## src/rtl/vcc_cfg.svh

```systemverilog
// Register offsets, field positions and reset values of the capture channel
`ifndef VCC_CFG_SVH
`define VCC_CFG_SVH
`define VCC_ADDR_W 4
`define VCC_OFF_CH0 4'h0
`define VCC_OFF_CH1 4'h4
`define VCC_OFF_IRQ_STAT 4'h8
`define VCC_OFF_IRQ_MASK 4'hC
`define VCC_IRQ_SEL_HI 7
`define VCC_IRQ_SEL_LO 6
`define VCC_FID_BIT 5
`define VCC_LAYOUT_BIT 4
`define VCC_MUX_BIT 3
`define VCC_FMT_HI 2
`define VCC_FMT_LO 1
`define VCC_EN_BIT 0
`define VCC_CTRL_RST 8'h00
`define VCC_CTRL_WMASK 8'hDF
`define VCC_SEL_TOP 2'h0
`define VCC_SEL_BOT 2'h1
`define VCC_SEL_BOTH 2'h2
`define VCC_RESP_OKAY 2'h0
`define VCC_RESP_SLVERR 2'h2
`define VCC_IRQ_FRAME 0
`define VCC_IRQ_START 1
`define VCC_IRQ_W 2
`endif

```

## src/rtl/vcc_pkg.sv

```systemverilog
// Types shared by the capture channel control files
package vcc_pkg;
    typedef struct packed {
        logic [1:0] irq_select;
        logic layout;
        logic mux;
        logic [1:0] format;
        logic enable;
    } vcc_ctrl_s;

    typedef struct packed {
        logic vsync;
        logic field_id;
        logic [7:0] data;
    } vcc_video_s;

    typedef enum logic [1:0] {
        VCC_IDLE = 2'b00,
        VCC_ARM = 2'b01,
        VCC_RUN = 2'b10
    } vcc_state_e;
endpackage : vcc_pkg

```

## src/rtl/vcc_channel_ctrl.sv

```systemverilog
// Video capture channel 0 control register and frame logic
`timescale 1ns/1ps
`include "vcc_cfg.svh"
module vcc_channel_ctrl
    import vcc_pkg::*;
(
    input wire logic aclk,
    input wire logic aresetn,
    // AXI4-Lite slave
    input wire logic [`VCC_ADDR_W-1:0] s_axi_awaddr,
    input wire logic s_axi_awvalid,
    output logic s_axi_awready,
    input wire logic [31:0] s_axi_wdata,
    input wire logic [3:0] s_axi_wstrb,
    input wire logic s_axi_wvalid,
    output logic s_axi_wready,
    output logic [1:0] s_axi_bresp,
    output logic s_axi_bvalid,
    input wire logic s_axi_bready,
    input wire logic [`VCC_ADDR_W-1:0] s_axi_araddr,
    input wire logic s_axi_arvalid,
    output logic s_axi_arready,
    output logic [31:0] s_axi_rdata,
    output logic [1:0] s_axi_rresp,
    output logic s_axi_rvalid,
    input wire logic s_axi_rready,
    // Video source pins
    input wire logic vid_clk,
    input wire logic vid_vsync,
    input wire logic vid_field,
    input wire logic [7:0] vid_data,
    input wire logic vid_blank,
    // Captured byte towards memory writer, capture status and interrupt
    output logic mem_wr_valid,
    output logic [7:0] mem_wr_data,
    output logic mem_wr_subpicture,
    output logic mem_wr_separate_lanes,
    output logic capture_active,
    output logic irq
);
    vcc_ctrl_s ctrl;
    vcc_ctrl_s act;
    vcc_video_s vid_s;
    vcc_state_e state;
    logic [1:0] ch1_irq_select;
    logic ch1_layout;
    logic channel1_luma_chroma_mux;
    logic [1:0] channel1_capture_format;
    logic channel1_enable;
    logic field_identity_flag;
    logic [`VCC_IRQ_W-1:0] irq_status;
    logic [`VCC_IRQ_W-1:0] irq_mask;
    logic aw_held;
    logic w_held;
    logic [`VCC_ADDR_W-1:0] aw_addr;
    logic [31:0] w_data;
    logic [3:0] w_strb;
    logic clk_sync;
    logic clk_rise;
    logic vs_rise;
    logic vs_fall;
    logic blank_s;

    function automatic logic is_raw(input logic [1:0] fmt);
        return fmt[1];
    endfunction : is_raw

    // Places the control fields and the field flag in a register byte
    function automatic logic [7:0] pack_ctrl(input vcc_ctrl_s c,
                                             input logic fid);
        logic [7:0] b;
        b = 8'h00;
        b[`VCC_IRQ_SEL_HI:`VCC_IRQ_SEL_LO] = c.irq_select;
        b[`VCC_FID_BIT] = fid;
        b[`VCC_LAYOUT_BIT] = c.layout;
        b[`VCC_MUX_BIT] = c.mux;
        b[`VCC_FMT_HI:`VCC_FMT_LO] = c.format;
        b[`VCC_EN_BIT] = c.enable;
        return b;
    endfunction : pack_ctrl

    // Splits a register byte into the control fields
    function automatic vcc_ctrl_s unpack_ctrl(input logic [7:0] b);
        vcc_ctrl_s c;
        c.irq_select = b[`VCC_IRQ_SEL_HI:`VCC_IRQ_SEL_LO];
        c.layout = b[`VCC_LAYOUT_BIT];
        c.mux = b[`VCC_MUX_BIT];
        c.format = b[`VCC_FMT_HI:`VCC_FMT_LO];
        c.enable = b[`VCC_EN_BIT];
        return c;
    endfunction : unpack_ctrl

    // Pin synchronisers and link clock edge finder
    vcc_sync #(.WIDTH(12)) u_sync (
        .aclk(aclk),
        .aresetn(aresetn),
        .async_in({vid_clk, vid_vsync, vid_field, vid_data, vid_blank}),
        .sync_out({clk_sync, vid_s, blank_s})
    );

    vcc_edge u_clk_edge (
        .aclk(aclk),
        .aresetn(aresetn),
        .level(clk_sync),
        .rise(clk_rise),
        .fall()
    );

    vcc_edge u_vs_edge (
        .aclk(aclk),
        .aresetn(aresetn),
        .level(vid_s.vsync),
        .rise(vs_rise),
        .fall(vs_fall)
    );

    // Write channel capture
    wire do_write = aw_held & w_held & ~s_axi_bvalid;
    wire sel_ch0 = aw_addr == `VCC_OFF_CH0;
    wire sel_ch1 = aw_addr == `VCC_OFF_CH1;
    wire sel_stat = aw_addr == `VCC_OFF_IRQ_STAT;
    wire sel_mask = aw_addr == `VCC_OFF_IRQ_MASK;
    wire wr_hit = sel_ch0 | sel_ch1 | sel_stat | sel_mask;
    wire wr_lane0 = do_write & w_strb[0];
    wire [7:0] wbyte = w_data[7:0];
    wire vcc_ctrl_s wr_ctrl = unpack_ctrl(wbyte);
    wire ch0_wr = wr_lane0 & sel_ch0;
    wire ch1_wr = wr_lane0 & sel_ch1;
    // Separate-lane mode on channel 0 drags channel 1 to multiplexed
    wire next_ch0_mux = ch0_wr ? wr_ctrl.mux : ctrl.mux;
    wire force_ch1_mux = ~next_ch0_mux;

    assign s_axi_awready = ~aw_held;
    assign s_axi_wready = ~w_held;

    always_ff @(posedge aclk) begin
        if (!aresetn) begin
            aw_held <= 1'b0;
            w_held <= 1'b0;
            aw_addr <= '0;
            w_data <= '0;
            w_strb <= '0;
            s_axi_bvalid <= 1'b0;
            s_axi_bresp <= `VCC_RESP_OKAY;
        end else begin
            if (s_axi_awvalid && s_axi_awready) begin
                aw_held <= 1'b1;
                aw_addr <= {s_axi_awaddr[`VCC_ADDR_W-1:2], 2'b00};
            end
            if (s_axi_wvalid && s_axi_wready) begin
                w_held <= 1'b1;
                w_data <= s_axi_wdata;
                w_strb <= s_axi_wstrb;
            end
            if (do_write) begin
                aw_held <= 1'b0;
                w_held <= 1'b0;
                s_axi_bvalid <= 1'b1;
                s_axi_bresp <= wr_hit ? `VCC_RESP_OKAY : `VCC_RESP_SLVERR;
            end else if (s_axi_bready) begin
                s_axi_bvalid <= 1'b0;
            end
        end
    end

    // Control registers
    always_ff @(posedge aclk) begin
        if (!aresetn) begin
            ctrl <= unpack_ctrl(`VCC_CTRL_RST);
            ch1_irq_select <= 2'h0;
            ch1_layout <= 1'b0;
            channel1_luma_chroma_mux <= 1'b0;
            channel1_capture_format <= 2'h0;
            channel1_enable <= 1'b0;
            irq_mask <= '0;
        end else begin
            if (ch0_wr) begin
                ctrl <= wr_ctrl;
            end
            if (ch1_wr) begin
                ch1_irq_select <= wr_ctrl.irq_select;
                ch1_layout <= wr_ctrl.layout;
                channel1_capture_format <= wr_ctrl.format;
                channel1_enable <= wr_ctrl.enable;
            end
            if (force_ch1_mux) begin
                channel1_luma_chroma_mux <= 1'b1;
            end else if (ch1_wr) begin
                channel1_luma_chroma_mux <= wr_ctrl.mux;
            end
            if (wr_lane0 && sel_mask) begin
                irq_mask <= wbyte[`VCC_IRQ_W-1:0];
            end
        end
    end

    // Start condition: joint modes wait for both enables
    wire joint_mode = is_raw(ctrl.format) | ~ctrl.mux;
    wire start_ok = ctrl.enable &
                    (~joint_mode | channel1_enable);

    // Setup is latched into the active copy on every vsync fall while armed or running and start_ok still holds
    always_ff @(posedge aclk) begin
        if (!aresetn) begin
            state <= VCC_IDLE;
            act <= unpack_ctrl(`VCC_CTRL_RST);
        end else begin
            unique case (state)
                VCC_IDLE: begin
                    if (start_ok) begin
                        state <= VCC_ARM;
                    end
                end
                VCC_ARM: begin
                    if (!start_ok) begin
                        state <= VCC_IDLE;
                    end else if (vs_fall) begin
                        act <= ctrl;
                        state <= VCC_RUN;
                    end
                end
                VCC_RUN: begin
                    if (!start_ok) begin
                        state <= VCC_IDLE;
                    end else if (vs_fall) begin
                        act <= ctrl;
                    end
                end
                default: begin
                    state <= VCC_IDLE;
                end
            endcase
        end
    end

    wire running = state == VCC_RUN;

    // Frame interrupt source selection
    wire sel_top = act.irq_select == `VCC_SEL_TOP;
    wire sel_bot = act.irq_select == `VCC_SEL_BOT;
    wire sel_both = act.irq_select == `VCC_SEL_BOTH;
    wire field_match = sel_both | (sel_top & ~vid_s.field_id) |
                       (sel_bot & vid_s.field_id);
    wire frame_pulse = running & vs_rise & field_match;
    wire start_pulse = (state == VCC_ARM) & vs_fall & start_ok;
    wire act_raw = is_raw(act.format);

    always_ff @(posedge aclk) begin
        if (!aresetn) begin
            field_identity_flag <= 1'b0;
        end else if (running && act_raw) begin
            field_identity_flag <= vid_s.field_id;
        end else if (frame_pulse) begin
            field_identity_flag <= vid_s.field_id;
        end
    end

    // Sticky status: write one to clear, a new event wins over the clear
    wire stat_clr = wr_lane0 & sel_stat;
    wire [`VCC_IRQ_W-1:0] irq_events = {start_pulse, frame_pulse};
    wire [`VCC_IRQ_W-1:0] clr_bits = stat_clr ?
                                     wbyte[`VCC_IRQ_W-1:0] : '0;

    always_ff @(posedge aclk) begin
        if (!aresetn) begin
            irq_status <= '0;
        end else begin
            irq_status <= (irq_status & ~clr_bits) | irq_events;
        end
    end

    assign irq = |(irq_status & irq_mask);

    // Capture path towards memory, one byte per link clock rise
    always_ff @(posedge aclk) begin
        if (!aresetn) begin
            mem_wr_valid <= 1'b0;
            mem_wr_data <= 8'h00;
            mem_wr_subpicture <= 1'b0;
            mem_wr_separate_lanes <= 1'b0;
        end else begin
            mem_wr_valid <= running & clk_rise;
            if (running && clk_rise) begin
                mem_wr_data <= vid_s.data;
                // Sub-picture only for active video in embedded-sync mode
                mem_wr_subpicture <= act.layout & ~act_raw &
                                     ~blank_s;
                mem_wr_separate_lanes <= ~act.mux;
            end
        end
    end

    assign capture_active = running;

    // Read channel
    wire [7:0] ch0_rd = pack_ctrl(ctrl, field_identity_flag);
    wire [7:0] ch1_rd = pack_ctrl(vcc_ctrl_s'({ch1_irq_select, ch1_layout,
                                  channel1_luma_chroma_mux,
                                  channel1_capture_format, channel1_enable}),
                                  1'b0);
    wire [`VCC_ADDR_W-1:0] raddr = {s_axi_araddr[`VCC_ADDR_W-1:2], 2'b00};
    wire rd_ch0 = raddr == `VCC_OFF_CH0;
    wire rd_ch1 = raddr == `VCC_OFF_CH1;
    wire rd_stat = raddr == `VCC_OFF_IRQ_STAT;
    wire rd_mask = raddr == `VCC_OFF_IRQ_MASK;
    wire rd_hit = rd_ch0 | rd_ch1 | rd_stat | rd_mask;
    wire [7:0] rd_byte = rd_ch0 ? ch0_rd :
                         rd_ch1 ? ch1_rd :
                         rd_stat ? 8'(irq_status) :
                         rd_mask ? 8'(irq_mask) : 8'h00;

    assign s_axi_arready = ~s_axi_rvalid;

    always_ff @(posedge aclk) begin
        if (!aresetn) begin
            s_axi_rvalid <= 1'b0;
            s_axi_rdata <= 32'h00000000;
            s_axi_rresp <= `VCC_RESP_OKAY;
        end else if (s_axi_arvalid && s_axi_arready) begin
            s_axi_rvalid <= 1'b1;
            s_axi_rdata <= {24'h000000, rd_byte};
            s_axi_rresp <= rd_hit ? `VCC_RESP_OKAY : `VCC_RESP_SLVERR;
        end else if (s_axi_rready) begin
            s_axi_rvalid <= 1'b0;
        end
    end
endmodule : vcc_channel_ctrl

```

## src/rtl/vcc_edge.sv

```systemverilog
// Edge finder on a synchronised level
`timescale 1ns/1ps
module vcc_edge (
    input wire logic aclk,
    input wire logic aresetn,
    input wire logic level,
    output logic rise,
    output logic fall
);
    logic prev;

    always_ff @(posedge aclk) begin
        if (!aresetn) begin
            prev <= 1'b0;
        end else begin
            prev <= level;
        end
    end

    assign rise = level & ~prev;
    assign fall = ~level & prev;
endmodule : vcc_edge

```

## src/rtl/vcc_sync.sv

```systemverilog
// Two-stage synchroniser for a bundle of pin levels
`timescale 1ns/1ps
module vcc_sync #(
    parameter int WIDTH = 1
) (
    input wire logic aclk,
    input wire logic aresetn,
    input wire logic [WIDTH-1:0] async_in,
    output logic [WIDTH-1:0] sync_out
);
    logic [WIDTH-1:0] stage1;

    always_ff @(posedge aclk) begin
        if (!aresetn) begin
            stage1 <= '0;
            sync_out <= '0;
        end else begin
            stage1 <= async_in;
            sync_out <= stage1;
        end
    end
endmodule : vcc_sync

```

## config.mk

```make
export PLATFORM = sky130hd
export DESIGN_NAME = vcc_channel_ctrl
export DESIGN_NICKNAME = d
export VERILOG_FILES = /design/src/rtl/vcc_pkg.sv /design/src/rtl/vcc_channel_ctrl.sv /design/src/rtl/vcc_edge.sv /design/src/rtl/vcc_sync.sv
export VERILOG_INCLUDE_DIRS = /design/src /design/src/rtl
export SDC_FILE = /design/constraint.sdc
export NUM_CORES = 1
export LEC_CHECK = 0
export ABC_AREA = 0
export BUFFER_PORTS_ARGS = -buffer_cell sky130_fd_sc_hd__buf_2
export CAP_MARGIN = 30
export CORE_ASPECT_RATIO = 1.4
export CORE_MARGIN = 5
export CORE_UTILIZATION = 40
export DETAILED_ROUTE_END_ITERATION = 8
export PLACE_DENSITY = 0.66
export SLEW_MARGIN = 25
export SYNTH_ARGS = -nofsm -noshare
export SYNTH_HDL_FRONTEND = slang
export SYNTH_HIERARCHICAL = 1
export SYNTH_SLANG_ARGS = --single-unit
```

## constraint.sdc

```tcl
create_clock -name aclk -period 1.75 [get_ports aclk]
set_input_delay 0.2625 -clock aclk [delete_from_list [all_inputs] [get_ports aclk]]
set_output_delay 0.2625 -clock aclk [all_outputs]
set_load 0.02 [all_outputs]
```

# == Word-level counts from Yosys, hierarchy flattened ==
# Cells that the tools add are included.
# Widths: inputs -> output; s select.
# word_totals
reg_bits,91
input_bits,63
word_cells,136
# classes
n_eq_ne,14
mux,21
bitwise_logic,47
n_reduce_logical,18
# ops
op,n
$and 1x1->1,19
$mux 2,9
$mux 8,2
$not 1->1,14
$eq 2x2->1 const B,6
$or 1x1->1,10
$mux 1,9
$eq 2x1->1 const B,4
$logic_not 4->1,2
$logic_and 1x1->1,6
$ne 2x2->1 const B,3
$pmux 2 s3,1
$reduce_and 3->1,2
$reduce_bool 2->1,3
$reduce_or 2->1,3
$and 2x2->2,2
$logic_not 2->1,2
$ne 3x3->1 const B,1
$not 2->2,1
$or 2x2->2,1

# == Logic depth before layout (Yosys ltp) ==
# Gate-level depths: netlist of run 1.
# logic_depth
depth_word,8
mapped_depth,6
depth_no_buf,6

# == Hierarchy ==
# The synthesis of run 1 kept the hierarchy.
# by_module_without_submodules
mod,n_inst,cells_per_inst,area_per_inst_um2,seq_area_each_um2
vcc_channel_ctrl,1,282,2668.8,1221.2
vcc_sync,1,50,675.6,480.5
vcc_edge,2,4,38.8,20.0

# == Worst setup path before layout of run 1 ==
# OpenSTA, ideal clock, no wires.
# synth_timing
path_type,reg2reg
start,reg s_axi_bvalid
end,reg ctrl (netlist bit ch0_rd[3])
setup_time_ns,0.113
t_arrival_ns,1.501
required_time_ns,1.637
slack_ns,0.136
stages_incl_launch_ff,6
path_buffers,1
cell_sequence,dfxtp_1 > nand4b_4 > or3_1 > buf_6 > mux2_4 > and2_4
# synth_between
elab_chain_cells,4
# synth_rtl
item,line_no,rtl
start: declaration,vcc_channel_ctrl.sv:18,"output logic s_axi_bvalid,"
start signal: assignment,vcc_channel_ctrl.sv:143,s_axi_bvalid <= 1'b0;
start signal: assignment,vcc_channel_ctrl.sv:158,s_axi_bvalid <= 1'b1;
start signal: assignment,vcc_channel_ctrl.sv:161,s_axi_bvalid <= 1'b0;
$not 1->1,vcc_channel_ctrl.sv:118,wire do_write = aw_held & w_held & ~s_axi_bvalid;
$and 1x1->1,vcc_channel_ctrl.sv:118,
$and 1x1->1,vcc_channel_ctrl.sv:124,wire wr_lane0 = do_write & w_strb[0];
$and 1x1->1,vcc_channel_ctrl.sv:127,wire ch0_wr = wr_lane0 & sel_ch0;
end signal: assignment,vcc_channel_ctrl.sv:169,ctrl <= unpack_ctrl(`VCC_CTRL_RST);
end signal: assignment,vcc_channel_ctrl.sv:178,ctrl <= wr_ctrl;
end: declaration,vcc_channel_ctrl.sv:41,vcc_ctrl_s ctrl;
# Every way passes these cells.
# A chain may end at the register's enable or synchronous reset.

# == Worst setup path after layout of run 1 ==
# layout_timing
start,reg state[0]
end,out capture_active
# layout_between
elab_chain_cells,1
# layout_rtl
item,line_no,rtl
start: declaration,vcc_channel_ctrl.sv:44,vcc_state_e state;
start signal: assignment,vcc_channel_ctrl.sv:205,state <= VCC_IDLE;
start signal: assignment,vcc_channel_ctrl.sv:211,state <= VCC_ARM;
start signal: assignment,vcc_channel_ctrl.sv:216,state <= VCC_IDLE;
$eq 2x2->1,vcc_channel_ctrl.sv:236,wire running = state == VCC_RUN;
end: declaration,vcc_channel_ctrl.sv:38,"output logic capture_active,"
# Every way passes these cells.

==> results.tsv, run 1 <==
stage	metric	value	unit
status	status	finished, final reports clean	
floorplanning	rows	40	
timing	setup_violations	0	
critical_path	required	1490	ps
global_route	grt_usage	12.3	%
finish	fin_nets	466	
clocking	cts_max_path_buffers	2	
power	internal_power	0.00314	W
route	routed_wl	6100	um
clocking	clkTransAtPathRegs	70	ps
finish	drive_gt1_share	28.0	%
floorplanning	start_util	40.4	%
power	power.density	1040	mW/mm2
placement	dp_hpwl	4540	um
clocking	root_buffer	clkbuf_16	
clocking	cts_resized	0	
critical_path	crit_slowest_cell	dfxtp_1	
power	seqPwrFrac	49.8	%
clocking	cts_tree	yes	
route	vias	2318	
clocking	cts_sinks	87	
critical_path	critPathMaxFanout	8	
logic_synthesis	syn_inst	339	
global_route	grt.overflow.total	0	
finish	final_core_util	47.4	%
global_route	grt_pass1_vias	2206	
timing	rsz0062_at_grt	false	
critical_path	worstSetupStartpointType	flip-flop	
worst_hold_path	hp-class	in2reg	
floorplanning	core-area	0.00846	mm2
timing	drv_slew	0	
global_route	antenna_found_initial	0	
critical_path	max_stage_delay	320	ps
route	via_per_inst	4.55	
global_route	grt_pass1_wl	10100	um
clocking	postCtsSetupBuffers	0	
critical_path	path_cells	inv_1 > ha_1 > buf_2	
route	drc	0	
critical_path	endpoint_kind	output port	
finish	diodes	0	
timing	fin_worst_skew	7.76	ps
route	first_iter_violations	71	
critical_path	critical_path_class	reg2out	
logic_synthesis	ys_warn_count	6	
power	netSwitchingPower	0.00102	W
power	switching_share	24.5	%
timing	hold_viol	0	
placement	place_area	0.00371	mm2
timing	timing.hold.ws	130	ps
critical_path	crit_arrival	1310	ps
critical_path	path_delay_family	buffers and inverters	
clocking	cts_buffers	9	
timing	setup_tns	0	ps
critical_path	critical_path_buf_inv_count	2	
placement	globalplace.congestion	0.777	
placement	io_buffers	58	
clocking	insertion_delay	340	ps
clocking	h-tree-depth	3	
timing	max_freq	0.635	GHz
power	p_leak	1.83	nW
logic_synthesis	netlist_area	0.00342	mm2
global_route	grt_max_degree	30	
flow_run	cap_violations	0	
floorplanning	die_h	119	um
power	pwr-share-comb	6.5	%
logic_synthesis	avgSynthCellArea	10.1	um2
clocking	hold_buffers	0	
route	firstDrtPassIters	4	
power	ir_worst_vdd	0.642	mV
finish	synthToLayoutAreaGrowth	17.3	%
floorplanning	die_area	0.0105	mm2
floorplanning	die_x	88.1	um
timing	fin_crit	1580	ps
power	p_clk_share	43.7	%
timing	period_share	90.0	%
route	post_drt_wl_per_cell	12.0	um
finish	stdcell_area	0.00401	mm2
floorplanning	io_pins	117	
route	antenna_left	0	
## final timing paths
path | startpoint | end | slack [ps] | depth (start not counted)
worst min-delay path | vid_field | u_sync/stage1[9] | 130 | 2
worst max-delay path | state[0] | capture_active | 170 | 3
worst min register to register | u_sync/sync_out[7] | mem_wr_data[6] | 430 | 2
worst max register to register | state[0] | mem_wr_separate_lanes | 220 | 5
## stage by stage
| stage | power, W | setup WS, ps | cells |
|---|---|---|---|
| 2_1_floorplan | 0.00235 | 136 | 364 |
| 6_report | 0.00416 | 175 | 509 |
| 3_5_place_dp | 0.00239 | 246 | 493 |
| 3_3_place_gp | 0.00238 | 244 | 493 |
| 5_1_grt | 0.00434 | 106 | 509 |
| 4_1_cts | 0.00421 | 146 | 509 |
## registers in the layout, summed over array words and instances (netlist names), 5 cells and up
name,cells
ch0_rd,7
mem_wr_data,8
u_sync/sync_out,12
u_sync/stage1,12
w_data,7
act,5
s_axi_rdata,8
## power by group through the flow
stage / combinational, W / sequential (W) / clock [W]
2_1_floorplan: 0.000242 / 0.00211 / 0
3_3_place_gp: 0.000268 / 0.00211 / 0
3_5_place_dp: 0.000273 / 0.00211 / 0
4_1_cts: 0.000274 / 0.00207 / 0.00187
5_1_grt: 0.000305 / 0.00207 / 0.00196
6_report: 0.000271 / 0.00207 / 0.00182
## cells in the final DEF, fill, tap and decap left out, types with 9 or more instances in the layout
cell type and instances:
dfxtp_1 87, buf_2 58, nor2_1 45, mux2i_1 32
nand2_1 27, conb_1 26, and2_2 18, a21oi_1 17
and2_1 9, clkbuf_16 9
## final cells by class
cell class / instances / area, um2
Fill cell: 795 / 4450
Sequential cell: 87 / 1740
Multi-Input combinational cell: 229 / 1460
Timing Repair Buffer: 65 / 355
Clock buffer: 9 / 225
Tap cell: 105 / 131
Clock inverter: 7 / 67.6
Inverter: 7 / 26.3
## per-layer routing
layer | GRT usage, % | share of wire [%] | vias to the layer above
met1 | 14.7 | 42 | 1048
met5 | 0 | 0 | -
met4 | 5.77 | 2.1 | 0
met2 | 19.3 | 48 | 67
li1 | - | - | 1191
met3 | 4.71 | 7.7 | 12
No activity file was read; power rests on OpenSTA's default activity.
==> run 2, diff against run 1 <==
--- a/config.mk
+++ b/config.mk
@@ -6,7 +6,7 @@
 export SDC_FILE = /design/constraint.sdc
 export NUM_CORES = 1
 export LEC_CHECK = 0
-export ABC_AREA = 0
+export ABC_AREA = 1
 export BUFFER_PORTS_ARGS = -buffer_cell sky130_fd_sc_hd__buf_2
 export CAP_MARGIN = 30
 export CORE_ASPECT_RATIO = 1.4
@@ -14,6 +14,7 @@
 export CORE_UTILIZATION = 40
 export DETAILED_ROUTE_END_ITERATION = 8
 export PLACE_DENSITY = 0.66
+export RECOVER_POWER = 100
 export SLEW_MARGIN = 25
 export SYNTH_ARGS = -nofsm -noshare
 export SYNTH_HDL_FRONTEND = slang
==> results.tsv, run 2 <==
stage	metric	value	unit	change
floorplanning	core-area	0.00851	mm2	+0.59%
floorplanning	rows	40		unchanged
floorplanning	die_h	120	um	+0.55%
finish	final_cells	603		+18%
flow_run	cap_violations	0		unchanged
logic_synthesis	avgSynthCellArea	8.00	um2	-21%
placement	dp_cells	587		+19%
timing	tightest_slew	805	ps	
logic_synthesis	syn_inst	432		+27%
critical_path	crit_arrival	1330	ps	+20 ps
timing	max_freq	0.629	GHz	-0.89%
route	vias	2736		+18%
timing	drv_slew	0		unchanged
clocking	insertion_delay	340	ps	about the same
critical_path	reg2regPathDepth	6		+1
critical_path	critPathMaxFanout	5		-3
clocking	h-tree-depth	3		unchanged
finish	layout_common_cells	dfxtp_1, inv_1, nand2_1, nor2_1, o21ai_0		
global_route	grt_pass1_wl	11500	um	+14%
critical_path	endpoint_kind	output port		
floorplanning	die_area	0.0106	mm2	+1.1%
timing	fin_crit	1590	ps	+14.2 ps
route	firstDrtPassIters	4		unchanged
global_route	grt.overflow.total	0		unchanged
route	first_iter_violations	127		+79%
clocking	cts_buffers	9		unchanged
worst_hold_path	hold-path-endpoint	u_sync/stage1[2]		
critical_path	reg2reg_from	state[0]		
route	routed_wl	6800	um	+11%
power	power	0.00435	W	+4.6%
clocking	cts_tree	yes		
timing	setup_violations	0		unchanged
timing	max_slew_margin	46.3	%	
worst_hold_path	holdPathStages	3		+1
critical_path	worstSetupStartpointType	flip-flop		
timing	setup_tns	0	ps	unchanged
floorplanning	start_util	40.6	%	+0.25 points
power	p_leak	1.90	nW	+3.3%
clocking	cts_max_path_buffers	2		unchanged
clocking	postCtsSetupBuffers	0		unchanged
global_route	grt_max_degree	37		+23%
critical_path	required	1490	ps	about the same
global_route	grt_usage	13.8	%	+1.5 points
critical_path	r2r_slack	310	ps	+90 ps
logic_synthesis	ys_warn_count	6		unchanged
floorplanning	die_x	88.6	um	+0.53%
finish	final_common_cell	dfxtp_1		
logic_synthesis	netlist_area	0.00346	mm2	+1.2%
route	drc	0		unchanged
worst_hold_path	hold_start	vid_data[1]		
worst_hold_path	hp-class	in2reg		
status	status	finished, final reports clean		
critical_path	critical_path_class	reg2out		
timing	hold_viol	0		unchanged
placement	io_buffers	58		unchanged
power	power.density	1090	mW/mm2	+5.0%
finish	reg.largest.list	u_sync/stage1: 12 flops, u_sync/sync_out: 12 flops		
placement	dp_hpwl	5030	um	+11%
finish	fin_nets	560		+20%
route	antenna_left	0		unchanged
timing	rsz0062_at_grt	false		
clocking	cts_resized	0		unchanged
timing	fin_worst_skew	6.29	ps	-1.47 ps
clocking	clkTransAtPathRegs	70	ps	about the same
clocking	root_buffer	clkbuf_16		
finish	drive_gt1_share	11.2	%	-17 points
clocking	cts_sinks	87		unchanged
route	post_drt_wl_per_cell	11.3	um	-5.9%
route	via_per_inst	4.54		-0.37%
clocking	hold_buffers	0		unchanged
floorplanning	io_pins	117		unchanged
finish	diodes	0		unchanged
timing	period_share	90.8	%	+0.81 points
placement	globalplace.congestion	0.858		+10%
finish	synthToLayoutAreaGrowth	15.5	%	
power	ir_worst_vdd	0.709	mV	+10%
global_route	grt_pass1_vias	2593		+18%
global_route	antenna_found_initial	0		unchanged
critical_path	r2r_end	mem_wr_subpicture		
-- run 2: cell count changes in the layout (fill, tap and decap cells not counted), moves of 29 or more --
cell / change
mux2i_1: -32
clkbuf_1: +31
o21ai_0: +32
nand2_1: +38
inv_1: +70
buf_2: -29
-- run 2: routing by layer --
metal / vias up / wire [um] / global-route usage, %
met3: 16 / 528 / 3.71
met2: 89 / 3220 / 22.2
met5: - / 0 / 0
met4: 0 / 195 / 7.84
li1: 1419 / - / -
met1: 1212 / 2850 / 16.2
-- run 2: worst max-delay path by stage --
stage               slack, ps           endpoint  depth (start not counted)     start
floorplan                 360     mem_wr_data[0]                          7  state[0]
detailed placement        300  mem_wr_subpicture                          6  state[0]
CTS                       190     capture_active                          3  state[0]
global placement          380  mem_wr_subpicture                          6  state[0]
finish                    160     capture_active                          3  state[0]
global route               70     capture_active                          3  state[0]
-- run 2: final cells by class --
cell class	instances	area, um2
Clock buffer	9	225
Clock inverter	7	81.3
Fill cell	848	4520
Inverter	76	285
Multi-Input combinational cell	256	1230
Sequential cell	87	1740
Tap cell	105	131
Timing Repair Buffer	63	297
-- run 2: per-stage QoR --
step           setup WS, ps  area, um2  util (%)  hold WS [ps]
3_3_place_gp            381       3740      44.0           392
3_5_place_dp            297       3740      44.0           399
5_1_grt                73.8       3990      46.9           101
4_1_cts                 192       4050      47.6          85.3
6_report                161       3990      46.9          97.2
2_1_floorplan           355       3550         -           356
-- run 2: report_power, final --
group          switching (W)  internal, W
Sequential         0.0000410      0.00205
Clock               0.000811      0.00112
Combinational       0.000225    0.0000948
Total                0.00108      0.00327
-- run 2: worst max-delay path: stages (launching register included) --
cell      delay (ps)
dfxtp_1          320
inv_1            110
ha_1             280
clkbuf_1         280
